===== config.mk =====
export PLATFORM = sky130hd
export DESIGN_NAME = mal_alarm_top
export DESIGN_NICKNAME = d
export VERILOG_FILES = /design/src/mal_pkg.sv /design/src/mal_alarm_top.sv /design/src/mal_debounce.sv
export SDC_FILE = /design/constraint.sdc
export NUM_CORES = 1
export LEC_CHECK = 0
export BUFFER_PORTS_ARGS = -buffer_cell sky130_fd_sc_hd__clkbuf_2
export CORE_MARGIN = 2
export CORE_UTILIZATION = 53
export CTS_BUF_LIST = sky130_fd_sc_hd__clkbuf_8
export CTS_CLUSTER_DIAMETER = 150
export DETAILED_ROUTE_END_ITERATION = 12
export GPL_TIMING_DRIVEN = 0
export PLACE_DENSITY = 0.82
export SYNTH_ARGS = -nofsm -noshare
export SYNTH_HDL_FRONTEND = slang
export SYNTH_SLANG_ARGS = --single-unit
export TNS_END_PERCENT = 20

===== constraint.sdc =====
create_clock -name clk -period 5.4 [get_ports clk]
set_input_delay 1.08 -clock clk [delete_from_list [all_inputs] [get_ports clk]]
set_output_delay 1.08 -clock clk [all_outputs]
set_load 0.01 [all_outputs]

===== src/mal_pkg.sv =====
// Constants, register map and types of the monitor alarm mask and latch.
// Function
// RULE_01 - Temperature flag needs 1, 2, 4 or 8 samples in a row; 4 at reset.
// RULE_02 - Enable bits gate only the alarm pin, never the status flags.
// RULE_03 - Die overheat flag is always enabled onto the alarm pin.
// RULE_04 - Software has no way to mask the die overheat alarm.
// RULE_05 - A masked event still sets its flag but leaves the pin high.
// RULE_06 - Bit 14 enables channel zero, single-ended and zero/one pair.
// RULE_07 - Bit 13 enables the channel one single-ended event.
// RULE_08 - Bit 12 enables channel two, single-ended and two/three pair.
// RULE_09 - Bit 11 enables the channel three single-ended event.
// RULE_10 - Bit 10 enables the local under-temperature event.
// RULE_11 - Bit 9 enables the local over-temperature event.
// RULE_12 - Bit 8 enables the first remote sensor under-range event.
// RULE_13 - Bit 7 enables the first remote sensor over-range event.
// RULE_14 - Bit 6 enables the second remote sensor under-range event.
// RULE_15 - Bit 5 enables the second remote sensor over-range event.
// RULE_16 - Bit 4 enables the first remote sensor failure event.
// RULE_17 - Bit 3 enables the second remote sensor failure event.
// RULE_18 - Bit 2 set makes flags follow their condition, read or not.
// RULE_19 - Bit 2 clear holds each set flag until a status read.
// RULE_20 - Control bits 15, 1, 0 read zero, ignore writes; rest reset zero.
// RULE_21 - Status read, hardware reset or software reset clears all flags.
// RULE_22 - A cleared flag sets again if its condition holds next sample.
// RULE_23 - A flag stays clear if the input recovers before the count.
// RULE_24 - Local temperature flags are checked only while that sensor is on.
// RULE_25 - Alarm pin low is the OR of enabled set flags and overheat.
package mal_pkg;

  // Register indices; the bus byte address is four times the index.
  localparam logic [7:0] CFG_IDX = 8'h4D;
  localparam logic [7:0] CTRL_IDX = 8'h4E;
  localparam logic [7:0] STAT_IDX = 8'h4F;
  localparam logic [7:0] MON_IDX = 8'h50;
  localparam logic [31:0] CFG_ADDR = {22'h000000, CFG_IDX, 2'h0};
  localparam logic [31:0] CTRL_ADDR = {22'h000000, CTRL_IDX, 2'h0};
  localparam logic [31:0] STAT_ADDR = {22'h000000, STAT_IDX, 2'h0};
  localparam logic [31:0] MON_ADDR = {22'h000000, MON_IDX, 2'h0};
  localparam logic [2:0] HSIZE_WORD = 3'h2;

  // Event vector: event k sits at status bit k + EV_LSB.
  localparam int NUM_EV = 13;
  localparam int EV_LSB = 2;
  localparam int EV_OVERHEAT = 0;
  localparam int EV_LT_OVER = 7;
  localparam int EV_LT_UNDER = 8;
  localparam int EV_DEB_LO = 3;
  localparam int EV_DEB_HI = 8;

  // Alarm control register.
  localparam int CTRL_EN_LSB = 3;
  localparam int CTRL_EN_MSB = 14;
  localparam int CTRL_STICKY_OFF = 2;
  localparam logic [15:0] CTRL_WR_MASK = 16'h7FFC;
  localparam logic [15:0] CTRL_RST = 16'h0000;

  // Configuration register: temperature debounce code.
  localparam int CFG_DEB_LSB = 3;
  localparam logic [1:0] DEB_RST = 2'h2;
  localparam logic [1:0] DEB_CODE_ONE = 2'h0;
  localparam logic [3:0] DEB_N0 = 4'h1;
  localparam logic [3:0] DEB_N1 = 4'h2;
  localparam logic [3:0] DEB_N2 = 4'h4;
  localparam logic [3:0] DEB_N3 = 4'h8;

  // Monitor control register.
  localparam int MON_PIN_ON = 0;
  localparam int MON_LT_ON = 1;
  localparam int MON_SOFT_RST = 2;
  localparam logic [1:0] MON_RST = 2'h3;

  typedef enum logic [1:0] {
    ST_ADDR = 2'b01,
    ST_DATA = 2'b10
  } mal_bus_st_t;

endpackage : mal_pkg


===== src/mal_alarm_top.sv =====
// Alarm flag latching, masking and alarm pin with an AHB-Lite register slave.
//
// Local design decision: the AHB-Lite slave port.
module mal_alarm_top (
  input wire logic clk,
  input wire logic rst_b,
  input wire logic hsel,
  input wire logic [31:0] haddr,
  input wire logic [1:0] htrans,
  input wire logic hwrite,
  input wire logic [2:0] hsize,
  input wire logic [31:0] hwdata,
  input wire logic hready,
  output logic hreadyout,
  output logic [31:0] hrdata,
  output logic hresp,
  input wire logic sample_tick,
  input wire logic [12:0] ev_cond,
  output logic alarm_out_b
);

  // Bus state.
  mal_pkg::mal_bus_st_t st_ff;
  mal_pkg::mal_bus_st_t nxt_st;
  logic hreadyout_ff;
  logic hresp_ff;
  logic [31:0] hrdata_ff;
  logic wr_ff;
  logic sel_cfg_ff;
  logic sel_ctrl_ff;
  logic sel_stat_ff;
  logic sel_mon_ff;

  // Registers.
  logic [15:0] ctrl_ff;
  logic [1:0] deb_ff;
  logic pin_on_ff;
  logic lt_on_ff;
  logic soft_ff;
  logic [12:0] flag_ff;
  logic [12:0] nxt_flag;
  logic alarm_b_ff;
  logic nxt_alarm_b;

  // Address phase decode.
  logic take;
  logic word;
  logic a_cfg;
  logic a_ctrl;
  logic a_stat;
  logic a_mon;

  assign take = hsel && htrans[1] && hready && st_ff == mal_pkg::ST_ADDR;
  assign word = hsize == mal_pkg::HSIZE_WORD;
  assign a_cfg = word && haddr == mal_pkg::CFG_ADDR;
  assign a_ctrl = word && haddr == mal_pkg::CTRL_ADDR;
  assign a_stat = word && haddr == mal_pkg::STAT_ADDR;
  assign a_mon = word && haddr == mal_pkg::MON_ADDR;

  // Data phase strobes.
  logic in_data;
  logic wr_cfg;
  logic wr_ctrl;
  logic wr_mon;
  logic rd_stat;

  assign in_data = st_ff == mal_pkg::ST_DATA;
  assign wr_cfg = in_data && wr_ff && sel_cfg_ff;
  assign wr_ctrl = in_data && wr_ff && sel_ctrl_ff;
  assign wr_mon = in_data && wr_ff && sel_mon_ff;
  assign rd_stat = in_data && !wr_ff && sel_stat_ff; // RULE_21

  // Read data, unmapped addresses read as zero.
  logic [31:0] rd_cfg;
  logic [31:0] rd_ctrl;
  logic [31:0] rd_stat_w;
  logic [31:0] rd_mon;
  logic [31:0] rd_word;

  assign rd_cfg = {27'h0000000, deb_ff, 3'h0};
  assign rd_ctrl = {16'h0000, ctrl_ff}; // RULE_20
  assign rd_stat_w = {17'h00000, flag_ff, 2'h0};
  assign rd_mon = {30'h00000000, lt_on_ff, pin_on_ff};
  assign rd_word = sel_cfg_ff ? rd_cfg :
                   sel_ctrl_ff ? rd_ctrl :
                   sel_stat_ff ? rd_stat_w :
                   sel_mon_ff ? rd_mon : 32'h00000000;

  // Every transfer takes one wait state so read data leave a flip-flop.
  always_comb
  begin
    nxt_st = st_ff;
    unique case (st_ff)
      mal_pkg::ST_ADDR:
      begin
        if (take)
        begin
          nxt_st = mal_pkg::ST_DATA;
        end
      end
      mal_pkg::ST_DATA:
      begin
        nxt_st = mal_pkg::ST_ADDR;
      end
      default:
      begin
        nxt_st = mal_pkg::ST_ADDR;
      end
    endcase
  end

  always_ff @(posedge clk or negedge rst_b)
  begin
    if (!rst_b)
    begin
      st_ff <= mal_pkg::ST_ADDR;
      hreadyout_ff <= 1'b1;
      hresp_ff <= 1'b0;
    end
    else
    begin
      st_ff <= nxt_st;
      hreadyout_ff <= !take;
      hresp_ff <= 1'b0;
    end
  end

  always_ff @(posedge clk or negedge rst_b)
  begin
    if (!rst_b)
    begin
      wr_ff <= 1'b0;
      sel_cfg_ff <= 1'b0;
      sel_ctrl_ff <= 1'b0;
      sel_stat_ff <= 1'b0;
      sel_mon_ff <= 1'b0;
    end
    else if (take)
    begin
      wr_ff <= hwrite;
      sel_cfg_ff <= a_cfg;
      sel_ctrl_ff <= a_ctrl;
      sel_stat_ff <= a_stat;
      sel_mon_ff <= a_mon;
    end
  end

  always_ff @(posedge clk or negedge rst_b)
  begin
    if (!rst_b)
    begin
      hrdata_ff <= 32'h00000000;
    end
    else if (in_data)
    begin
      hrdata_ff <= wr_ff ? 32'h00000000 : rd_word;
    end
  end

  // Alarm control register; reserved bits never store a one.
  always_ff @(posedge clk or negedge rst_b)
  begin
    if (!rst_b)
    begin
      ctrl_ff <= mal_pkg::CTRL_RST; // RULE_20
    end
    else if (wr_ctrl)
    begin
      ctrl_ff <= hwdata[15:0] & mal_pkg::CTRL_WR_MASK; // RULE_20
    end
  end

  always_ff @(posedge clk or negedge rst_b)
  begin
    if (!rst_b)
    begin
      deb_ff <= mal_pkg::DEB_RST; // RULE_01
    end
    else if (wr_cfg)
    begin
      deb_ff <= hwdata[mal_pkg::CFG_DEB_LSB +: 2];
    end
  end

  // The software reset bit is a one-cycle pulse and always reads zero.
  always_ff @(posedge clk or negedge rst_b)
  begin
    if (!rst_b)
    begin
      pin_on_ff <= mal_pkg::MON_RST[mal_pkg::MON_PIN_ON];
      lt_on_ff <= mal_pkg::MON_RST[mal_pkg::MON_LT_ON];
      soft_ff <= 1'b0;
    end
    else
    begin
      soft_ff <= wr_mon && hwdata[mal_pkg::MON_SOFT_RST];
      if (wr_mon)
      begin
        pin_on_ff <= hwdata[mal_pkg::MON_PIN_ON];
        lt_on_ff <= hwdata[mal_pkg::MON_LT_ON];
      end
    end
  end

  // Event conditioning: local sensor events only count while it is on.
  logic [12:0] cond_g;
  logic [12:0] lt_gate;
  logic [12:0] qual;
  logic [12:0] hit;
  logic local_temp_sensor_on;

  assign local_temp_sensor_on = lt_on_ff;

  always_comb
  begin
    lt_gate = '1;
    lt_gate[mal_pkg::EV_OVERHEAT] = local_temp_sensor_on; // RULE_24
    lt_gate[mal_pkg::EV_LT_OVER] = local_temp_sensor_on; // RULE_24
    lt_gate[mal_pkg::EV_LT_UNDER] = local_temp_sensor_on; // RULE_24
  end

  assign cond_g = ev_cond & lt_gate;

  // Only the temperature range events use the programmable count.
  genvar gi;
  generate
    for (gi = 0; gi < mal_pkg::NUM_EV; gi++)
    begin : g_deb
      localparam bit TEMP = gi >= mal_pkg::EV_DEB_LO &&
                            gi <= mal_pkg::EV_DEB_HI;
      mal_debounce u_deb (
        .clk(clk),
        .rst_b(rst_b),
        .clr(soft_ff),
        .sample(sample_tick),
        .cond(cond_g[gi]),
        .code(TEMP ? deb_ff : mal_pkg::DEB_CODE_ONE), // RULE_01
        .qual(qual[gi]),
        .hit(hit[gi])
      );
    end
  endgenerate

  // Flags are set regardless of the enable bits.
  logic sticky_off;
  logic [12:0] set_v;
  logic [12:0] keep_v;

  assign sticky_off = ctrl_ff[mal_pkg::CTRL_STICKY_OFF];
  assign set_v = soft_ff ? 13'h0000 : hit; // RULE_02 RULE_05 RULE_16 RULE_17
  // A sample that qualifies in the read cycle wins over the clear.
  assign keep_v = (rd_stat || soft_ff) ? 13'h0000 : flag_ff; // RULE_21

  always_comb
  begin
    if (sticky_off)
    begin
      nxt_flag = soft_ff ? 13'h0000 : qual; // RULE_18
    end
    else
    begin
      nxt_flag = set_v | keep_v; // RULE_19 RULE_22
    end
  end

  always_ff @(posedge clk or negedge rst_b)
  begin
    if (!rst_b)
    begin
      flag_ff <= 13'h0000; // RULE_21
    end
    else
    begin
      flag_ff <= nxt_flag;
    end
  end

  // Mask vector: the overheat slot has no control bit at all.
  logic [12:0] en_v;
  logic any_alarm;

  // Control bits 14 down to 3 line up with events 12 down to 1.
  logic [11:0] en_field;
  logic chan_zero_pin_enable;
  logic chan_one_pin_enable;
  logic chan_two_pin_enable;
  logic chan_three_pin_enable;
  logic local_temp_under_pin_enable;
  logic local_temp_over_pin_enable;
  logic remote_one_under_pin_enable;
  logic remote_one_over_pin_enable;
  logic remote_two_under_pin_enable;
  logic remote_two_over_pin_enable;
  logic remote_one_broken_pin_enable;
  logic remote_two_broken_pin_enable;

  assign en_field = ctrl_ff[mal_pkg::CTRL_EN_MSB:mal_pkg::CTRL_EN_LSB];
  assign chan_zero_pin_enable = en_field[11]; // RULE_06
  assign chan_one_pin_enable = en_field[10]; // RULE_07
  assign chan_two_pin_enable = en_field[9]; // RULE_08
  assign chan_three_pin_enable = en_field[8]; // RULE_09
  assign local_temp_under_pin_enable = en_field[7]; // RULE_10
  assign local_temp_over_pin_enable = en_field[6]; // RULE_11
  assign remote_one_under_pin_enable = en_field[5]; // RULE_12
  assign remote_one_over_pin_enable = en_field[4]; // RULE_13
  assign remote_two_under_pin_enable = en_field[3]; // RULE_14
  assign remote_two_over_pin_enable = en_field[2]; // RULE_15
  assign remote_one_broken_pin_enable = en_field[1]; // RULE_16
  assign remote_two_broken_pin_enable = en_field[0]; // RULE_17

  // The overheat slot is a constant one, so no write can ever mask it.
  assign en_v = {chan_zero_pin_enable,
                 chan_one_pin_enable,
                 chan_two_pin_enable,
                 chan_three_pin_enable,
                 local_temp_under_pin_enable,
                 local_temp_over_pin_enable,
                 remote_one_under_pin_enable,
                 remote_one_over_pin_enable,
                 remote_two_under_pin_enable,
                 remote_two_over_pin_enable,
                 remote_one_broken_pin_enable,
                 remote_two_broken_pin_enable,
                 1'b1}; // RULE_03 RULE_04
  assign any_alarm = |(flag_ff & en_v); // RULE_05 RULE_25
  assign nxt_alarm_b = !(pin_on_ff && any_alarm); // RULE_25

  always_ff @(posedge clk or negedge rst_b)
  begin
    if (!rst_b)
    begin
      alarm_b_ff <= 1'b1;
    end
    else
    begin
      alarm_b_ff <= nxt_alarm_b;
    end
  end

  assign hreadyout = hreadyout_ff;
  assign hrdata = hrdata_ff;
  assign hresp = hresp_ff;
  assign alarm_out_b = alarm_b_ff;

endmodule : mal_alarm_top


===== src/mal_debounce.sv =====
// Consecutive-sample qualifier for one alarm event.
module mal_debounce (
  input wire logic clk,
  input wire logic rst_b,
  input wire logic clr,
  input wire logic sample,
  input wire logic cond,
  input wire logic [1:0] code,
  output logic qual,
  output logic hit
);

  logic [3:0] cnt_ff;
  logic [3:0] nxt_cnt;
  logic [3:0] need;
  logic [3:0] cnt_up;
  logic qual_ff;
  logic nxt_qual;

  assign need = (code == 2'h0) ? mal_pkg::DEB_N0 :
                (code == 2'h1) ? mal_pkg::DEB_N1 :
                (code == 2'h2) ? mal_pkg::DEB_N2 : mal_pkg::DEB_N3; // RULE_01

  // The count saturates so a lowered code still qualifies at once.
  assign cnt_up = (cnt_ff >= need) ? cnt_ff : cnt_ff + 4'h1;
  assign nxt_cnt = clr ? 4'h0 :
                   !sample ? cnt_ff :
                   cond ? cnt_up : 4'h0; // RULE_23
  assign nxt_qual = clr ? 1'b0 :
                    sample ? (cond && cnt_up >= need) : qual_ff; // RULE_01
  assign hit = sample && !clr && cond && cnt_up >= need;
  assign qual = qual_ff;

  always_ff @(posedge clk or negedge rst_b)
  begin
    if (!rst_b)
    begin
      cnt_ff <= 4'h0;
      qual_ff <= 1'b0;
    end
    else
    begin
      cnt_ff <= nxt_cnt;
      qual_ff <= nxt_qual;
    end
  end

endmodule : mal_debounce


After elaboration in Yosys (flattened, before gate mapping)
Cells that the tools add are included.
{"block": "totals", "ff_bits": 137, "latchBits": 0, "ramBits": 0, "mem_bits_ro": 0, "input_bits": 88, "out_inout_bits": 35, "word_cells": 248, "memories": 0}
{"block": "op_classes", "n_addsub": 13, "multipliers": 0, "n_div": 0, "magnitude_cmp": 26, "eq_ne": 10, "n_shift": 0, "n_mux": 92, "n_bitwise": 3, "n_reduce_logical": 63}
{"op": "$mux W4", "n": 55}
{"op": "$eq A32 B9 Y1 const B", "n": 4}
{"op": "$mux W15", "n": 4}
{"op": "$ge A4 B1 Y1 const B", "n": 14}
{"op": "$logic_and A1 B1 Y1", "n": 55}
{"op": "$add A4 B1 Y4 const B", "n": 13}
{"op": "$mux W13", "n": 4}
{"op": "$ge A4 B4 Y1", "n": 12}
{"op": "$and A13 B13 Y13", "n": 2}
{"op": "$mux W1", "n": 26}
{"op": "$or A13 B13 Y13", "n": 1}
{"op": "$reduce_or A13 Y1", "n": 1}
{"op": "$mux W2", "n": 3}
{"op": "$eq A2 B1 Y1 const B", "n": 2}
{"op": "$eq A2 B2 Y1 const B", "n": 2}
{"op": "$logic_not A1 Y1", "n": 4}
{"op": "$eq A3 B2 Y1 const B", "n": 1}
{"op": "$logic_not A2 Y1", "n": 1}
{"op": "$ne A2 B2 Y1 const B", "n": 1}
{"op": "$reduce_bool A2 Y1", "n": 1}
{"op": "$logic_or A1 B1 Y1", "n": 1}

Depth between registers and ports, before layout
{"block": "logic_depth", "depth_word": 11, "depth_mapped": 13, "ltp_nobuf": 12}

Modules after synthesis
A second synthesis with hierarchy kept.
{"block": "unflattened", "hier_cells": 1007, "area_unflattened_um2": 9017.4}
{"mod": "mal_debounce", "n_inst": 13, "cells_each": 57, "area_per_inst_um2": 489.2, "seq_area_each_um2": 125.1}
{"mod": "mal_alarm_top", "n_inst": 1, "cells_each": 266, "area_per_inst_um2": 2657.5, "seq_area_each_um2": 1383.8}

Worst setup path after synthesis
Ideal clock, no wire load.
{"block": "synth_timing", "path_kind": "register to register", "from": "register deb_ff[0]", "to": "register flag_ff[4]", "setup_ps": 142, "t_arrival_ps": 3045, "t_required_ps": 5258, "path_slack_ps": 2212, "stages_incl_launch_ff": 12, "cell_sequence": "dfrtp_1 nor2_1 ha_1 nand2b_4 a2111oi_4 nor2_2 mux2_2 ha_1 a21o_1 a211o_1 o2111ai_1 a22oi_1"}
{"block": "synth_via", "elab_chain_cells": 11}
{"item": "start, declared", "line": "mal_alarm_top.sv:36", "rtl": "logic [1:0] deb_ff;"}
{"item": "start signal, assigned", "line": "mal_alarm_top.sv:177", "rtl": "deb_ff <= mal_pkg::DEB_RST;"}
{"item": "start signal, assigned", "line": "mal_alarm_top.sv:181", "rtl": "deb_ff <= hwdata[mal_pkg::CFG_DEB_LSB +: 2];"}
{"item": "$eq A2 B2 Y1", "line": "mal_debounce.sv:22", "rtl": "(code == 2'h2) ? mal_pkg::DEB_N2 : mal_pkg::DEB_N3;"}
{"item": "$mux W4", "line": "mal_debounce.sv:22"}
{"item": "$mux W4", "line": "mal_debounce.sv:21", "rtl": "(code == 2'h1) ? mal_pkg::DEB_N1 :"}
{"item": "$mux W4 (*)", "line": "mal_debounce.sv:20", "rtl": "assign need = (code == 2'h0) ? mal_pkg::DEB_N0 :"}
{"item": "$ge A4 B4 Y1", "line": "mal_debounce.sv:25", "rtl": "assign cnt_up = (cnt_ff >= need) ? cnt_ff : cnt_ff + 4'h1;"}
{"item": "$mux W4", "line": "mal_debounce.sv:25"}
{"item": "$ge A4 B4 Y1 (*)", "line": "mal_debounce.sv:31", "rtl": "assign hit = sample && !clr && cond && cnt_up >= need;"}
{"item": "$logic_and A1 B1 Y1 (*)", "line": "mal_debounce.sv:31"}
{"item": "$mux W13 (*)", "line": "mal_alarm_top.sv:250", "rtl": "assign set_v = soft_ff ? 13'h0000 : hit;"}
{"item": "$or A13 B13 Y13 (*)", "line": "mal_alarm_top.sv:262", "rtl": "nxt_flag = set_v | keep_v;"}
{"item": "$mux W13 (*)", "line": "mal_alarm_top.sv:256", "rtl": "if (sticky_off)"}
{"item": "named net nxt_flag[4]", "line": "mal_alarm_top.sv:41", "rtl": "logic [12:0] nxt_flag;"}
{"item": "end signal, assigned", "line": "mal_alarm_top.sv:274", "rtl": "flag_ff <= nxt_flag;"}
{"item": "end, declared", "line": "mal_alarm_top.sv:40", "rtl": "logic [12:0] flag_ff;"}
The timed path passes the listed nets; every way through them passes the cells marked *.
A chain may end at the register's enable or synchronous reset.

Final worst setup path
{"block": "layout_timing", "from": "register deb_ff[0]", "to": "register flag_ff[5]"}
The elaborated chain is that of the path after synthesis.

==> results.md <==
- Port Buffer Count: 86
- Router iterations before antenna repair: 5
- Initial DRC count: roughly 440
- Area of the multi-input gates: 4300 sq um
- Area Overhead vs Synth: 15.1%
- Post-synthesis compound-gate area fraction: 0.176
- Reg-to-Reg Start: deb_ff[0]
- Setup bufs post-CTS: 0
- P_sw: 1.26 mW
- DP HPWL: 12,500 um
- #FFs+latches synth: 120
- Worst setup margin: 1.50 ns
- Clock share of power: 0.240
- Combinational share of power: 0.388
- CTS tree: built
- H-tree depth: 4
- Vias: 6,276
- Dpl ws: between 1 and 1.5 ns
- Remaining global-route overflow: 0
- # setup viols final: 0
- DRC errors left: 0
- Post-DRT Antenna Nets: 0
- Outcome: completed
- Resized cells post-CTS: 0
- XOR/XNOR Fraction of Synth Area: 0.0207
- Ports: ~120
- Yosys warns: 0
- Die height: around 120 um
- Final Max Slew Viols: 0
- Sequential area share after synthesis: 0.396
- Worst-Margin Slew: 1.15 ns
- Critical Path End Type: flop
- CTS buffer count: 17
- Seq. cell area: 3010 sq um
- Clock skew: 0.0170 ns
- FF-to-FF End: flag_ff[5]
- CP Max Fanout: 12
- Most common cell after layout, fill and taps aside: dfrtp_1
- Post-Synth Simple-Gate Area: 0.193
- RePlAce Congestion: slightly below 0.9
- Pin count of the biggest net entering global routing: 107
- Mapped Cells: 791
- RSZ-0062 raised after global routing: no
- Peak Freq: 256 MHz
- Sequential power share: 0.372
- Adder-cell share of the synthesized area: 0.123
- R2r setup slk: 1.50 ns
- Clock sink count: 120
- Critical Path RT: 5.72 ns
- Max Root-Sink Buffers: 2
- Internal: 2.17 mW
- Wire length of the first global-routing pass: around 30,000 um
- Sw Share: 0.367
- Ant diodes: 0
- Post-Place Cells: 1,075
- Clock-pin slew on the worst setup and hold paths: 0.08 ns
- Async set-reset flop share out of synthesis: 1.00
- Synth Flop Type: dfrtp_1
- Starting Density: 0.546
- Power per cell area: 391 nW/um^2
- Slew Limit Headroom: 0.229
- Post-synthesis mux area share: 0.0434
- Fin cells: 1,107
- Core footprint: approximately 14,000 sq um
- Commonest non-fill, non-tap cells in the layout: dfrtp_1, nand2_1, clkbuf_2
- Crit path DAT: roughly 4.2 ns
- Final Hold Vio Count: 0
- Largest family of logic cells by synthesized area: simple AND/OR/NAND/NOR gates
- Chip width: between 100 and 150 um
- Hold/Removal Path Class: in -> async
- Clk Latency, worst-skew pair: 0.47 ns
- Die area: 15,300 sq um
- Clock root buffer: clkbuf_8
- P_leak: 4.24 nW
- Syn Std Cell Area: 7600 sq um
- All-Layer GR Usage: 0.245
- Yosys cell types: 53
- Total wire length: 17,400 um
- Row cnt: 43
- Vias per inst: 5.67
- Peak VDD IR: roughly 0.22 mV
- Tmin final: 3.90 ns
- Final period utilization: 0.723
- Initial antenna violation count: 0
- Setup TNS: 0 ns
- R2r worst-path depth: 12
- Max-cap viol count: 0
- Critical Path Start Type: flop
- Nets@finish: 1,077
- Setup Crit Path Kind: reg -> reg
- Vias in the first global route: 6,123
- Number of enable flip-flop cells after synthesis: 0
- Syn_area_per_cell: 9.61 sq um
- Layout cells sized above 1: 0.205
- # fillers: 1,160
- # hold bufs at CTS: 0
- WL per Instance: 15.7 um
-- worst max path at each step --
| stage | endpoint | slack [ns] | from | cells past startpoint |
|---|---|---|---|---|
| floorplan | flag_ff[4] | 2.21 | deb_ff[0] | 11 |
| global placement | hrdata[0] | 1.40 | rst_b | 1 |
| detailed placement | flag_ff[5] | 1.44 | deb_ff[0] | 12 |
| CTS | flag_ff[5] | 1.42 | deb_ff[0] | 12 |
| global route | flag_ff[5] | 1.22 | deb_ff[0] | 12 |
| finish | flag_ff[5] | 1.50 | deb_ff[0] | 12 |
-- sequential cells by signal, indices dropped and copies added (netlist names), 2 cells and up --
name and flops:
g_deb.u_deb.qual 13, hrdata 15, flag_ff 13, g_deb.u_deb.cnt_ff 52, ctrl_ff 13, st_ff 2, deb_ff 2
-- worst max-delay path, cell delays in order (launching register included) --
cell and delay, ns:
dfrtp_1 0.43, nor2_1 0.90, ha_1 0.40, nand2b_4 0.15
a2111oi_4 0.39, nor2_2 0.15, xnor2_1 0.16, ha_1 0.29
nand2b_1 0.14, a21o_1 0.17, a211o_1 0.28, o2111ai_1 0.17
a22oi_1 0.11
-- cells by family (layout without fill, tap and decap cells) --
kind of cell / Yosys count / after routing
and+or+nand+nor: 280 / 280
AOI/OAI and AO/OA: 192 / 192
DFF: 120 / 120
adders and majority gates: 75 / 75
buffers and inverters: 75 / 194
muxes: 30 / 30
xor gates and xnor gates: 18 / 18
other: 1 / 18
-- stage by stage --
step                hold WS, ns  area, sq um  power (mW)  utilization
floorplan                 0.443         7670        2.29            -
global placement          0.458         8320        2.53        0.597
detailed placement        0.465         8360        2.60        0.600
CTS                       0.451         8750        3.43        0.628
global route              0.453         8750        3.70        0.628
finish                    0.459         8750        3.42        0.628
-- cell type report --
| type | count | share of cell area |
|---|---|---|
| clock buffers | 19 | 0.0299 |
| inverters | 30 | 0.0129 |
| flip-flops and latches | 120 | 0.344 |
| well taps | 180 | 0.0257 |
| clock inverters | 13 | 0.0152 |
| plain buffers | 45 | 0.0283 |
| multi-input cells | 613 | 0.491 |
| repair buffers | 87 | 0.0533 |
-- per-layer routing --
metal | global-route usage | vias to the layer above | routed length, um
li1 | - | 3079 | -
met1 | 0.319 | 3011 | 7840
met2 | 0.402 | 155 | 8290
met3 | 0.0582 | 31 | 887
met4 | 0.0803 | 0 | 346
met5 | 0 | - | 0
-- synthesized netlist by cell type (3+ instances only) --
cell / number / area [sq um]
mux2i_1: 6 / 60.1
a21o_1: 16 / 120
nor4_1: 6 / 37.5
nor2_1: 43 / 161
or2_2: 4 / 25.0
dfrtp_1: 114 / 2850
nand3b_1: 10 / 75.1
nand2_1: 85 / 319
xor2_1: 4 / 35.0
a22o_1: 5 / 43.8
and2_1: 6 / 37.5
a22oi_1: 12 / 90.1
o211ai_1: 5 / 37.5
a2bb2oi_1: 6 / 52.6
ha_1: 75 / 938
nand3_1: 27 / 135
nor2_2: 4 / 25.0
mux2_2: 24 / 270
nand2b_4: 4 / 55.1
o31ai_1: 6 / 45.0
a21oi_2: 3 / 26.3
and3_1: 7 / 43.8
inv_1: 30 / 113
nand2b_1: 35 / 219
or3_1: 11 / 68.8
nand4_1: 4 / 25.0
nor2b_1: 11 / 68.8
nor4b_1: 10 / 87.6
a2111oi_4: 4 / 110
o2111ai_1: 7 / 61.3
o21ai_0: 45 / 225
clkbuf_1: 21 / 78.8
a32o_1: 4 / 40.0
or4_1: 4 / 30.0
a21oi_1: 37 / 185
a31oi_1: 29 / 181
xnor2_1: 14 / 123
buf_2: 5 / 25.0
a211o_1: 4 / 35.0
buf_4: 18 / 135
dfstp_2: 6 / 158
nor3_1: 6 / 30.0
-- power by group through the flow --
stage	logic [mW]	clock network, mW	registers, mW
after CTS	1.33	0.832	1.27
final	1.33	0.823	1.27
after global routing	1.52	0.876	1.30
after floorplan	1.06	0	1.23
after detailed placement	1.31	0	1.28
after global placement	1.25	0	1.27
Power figures use the tool's default switching activity.
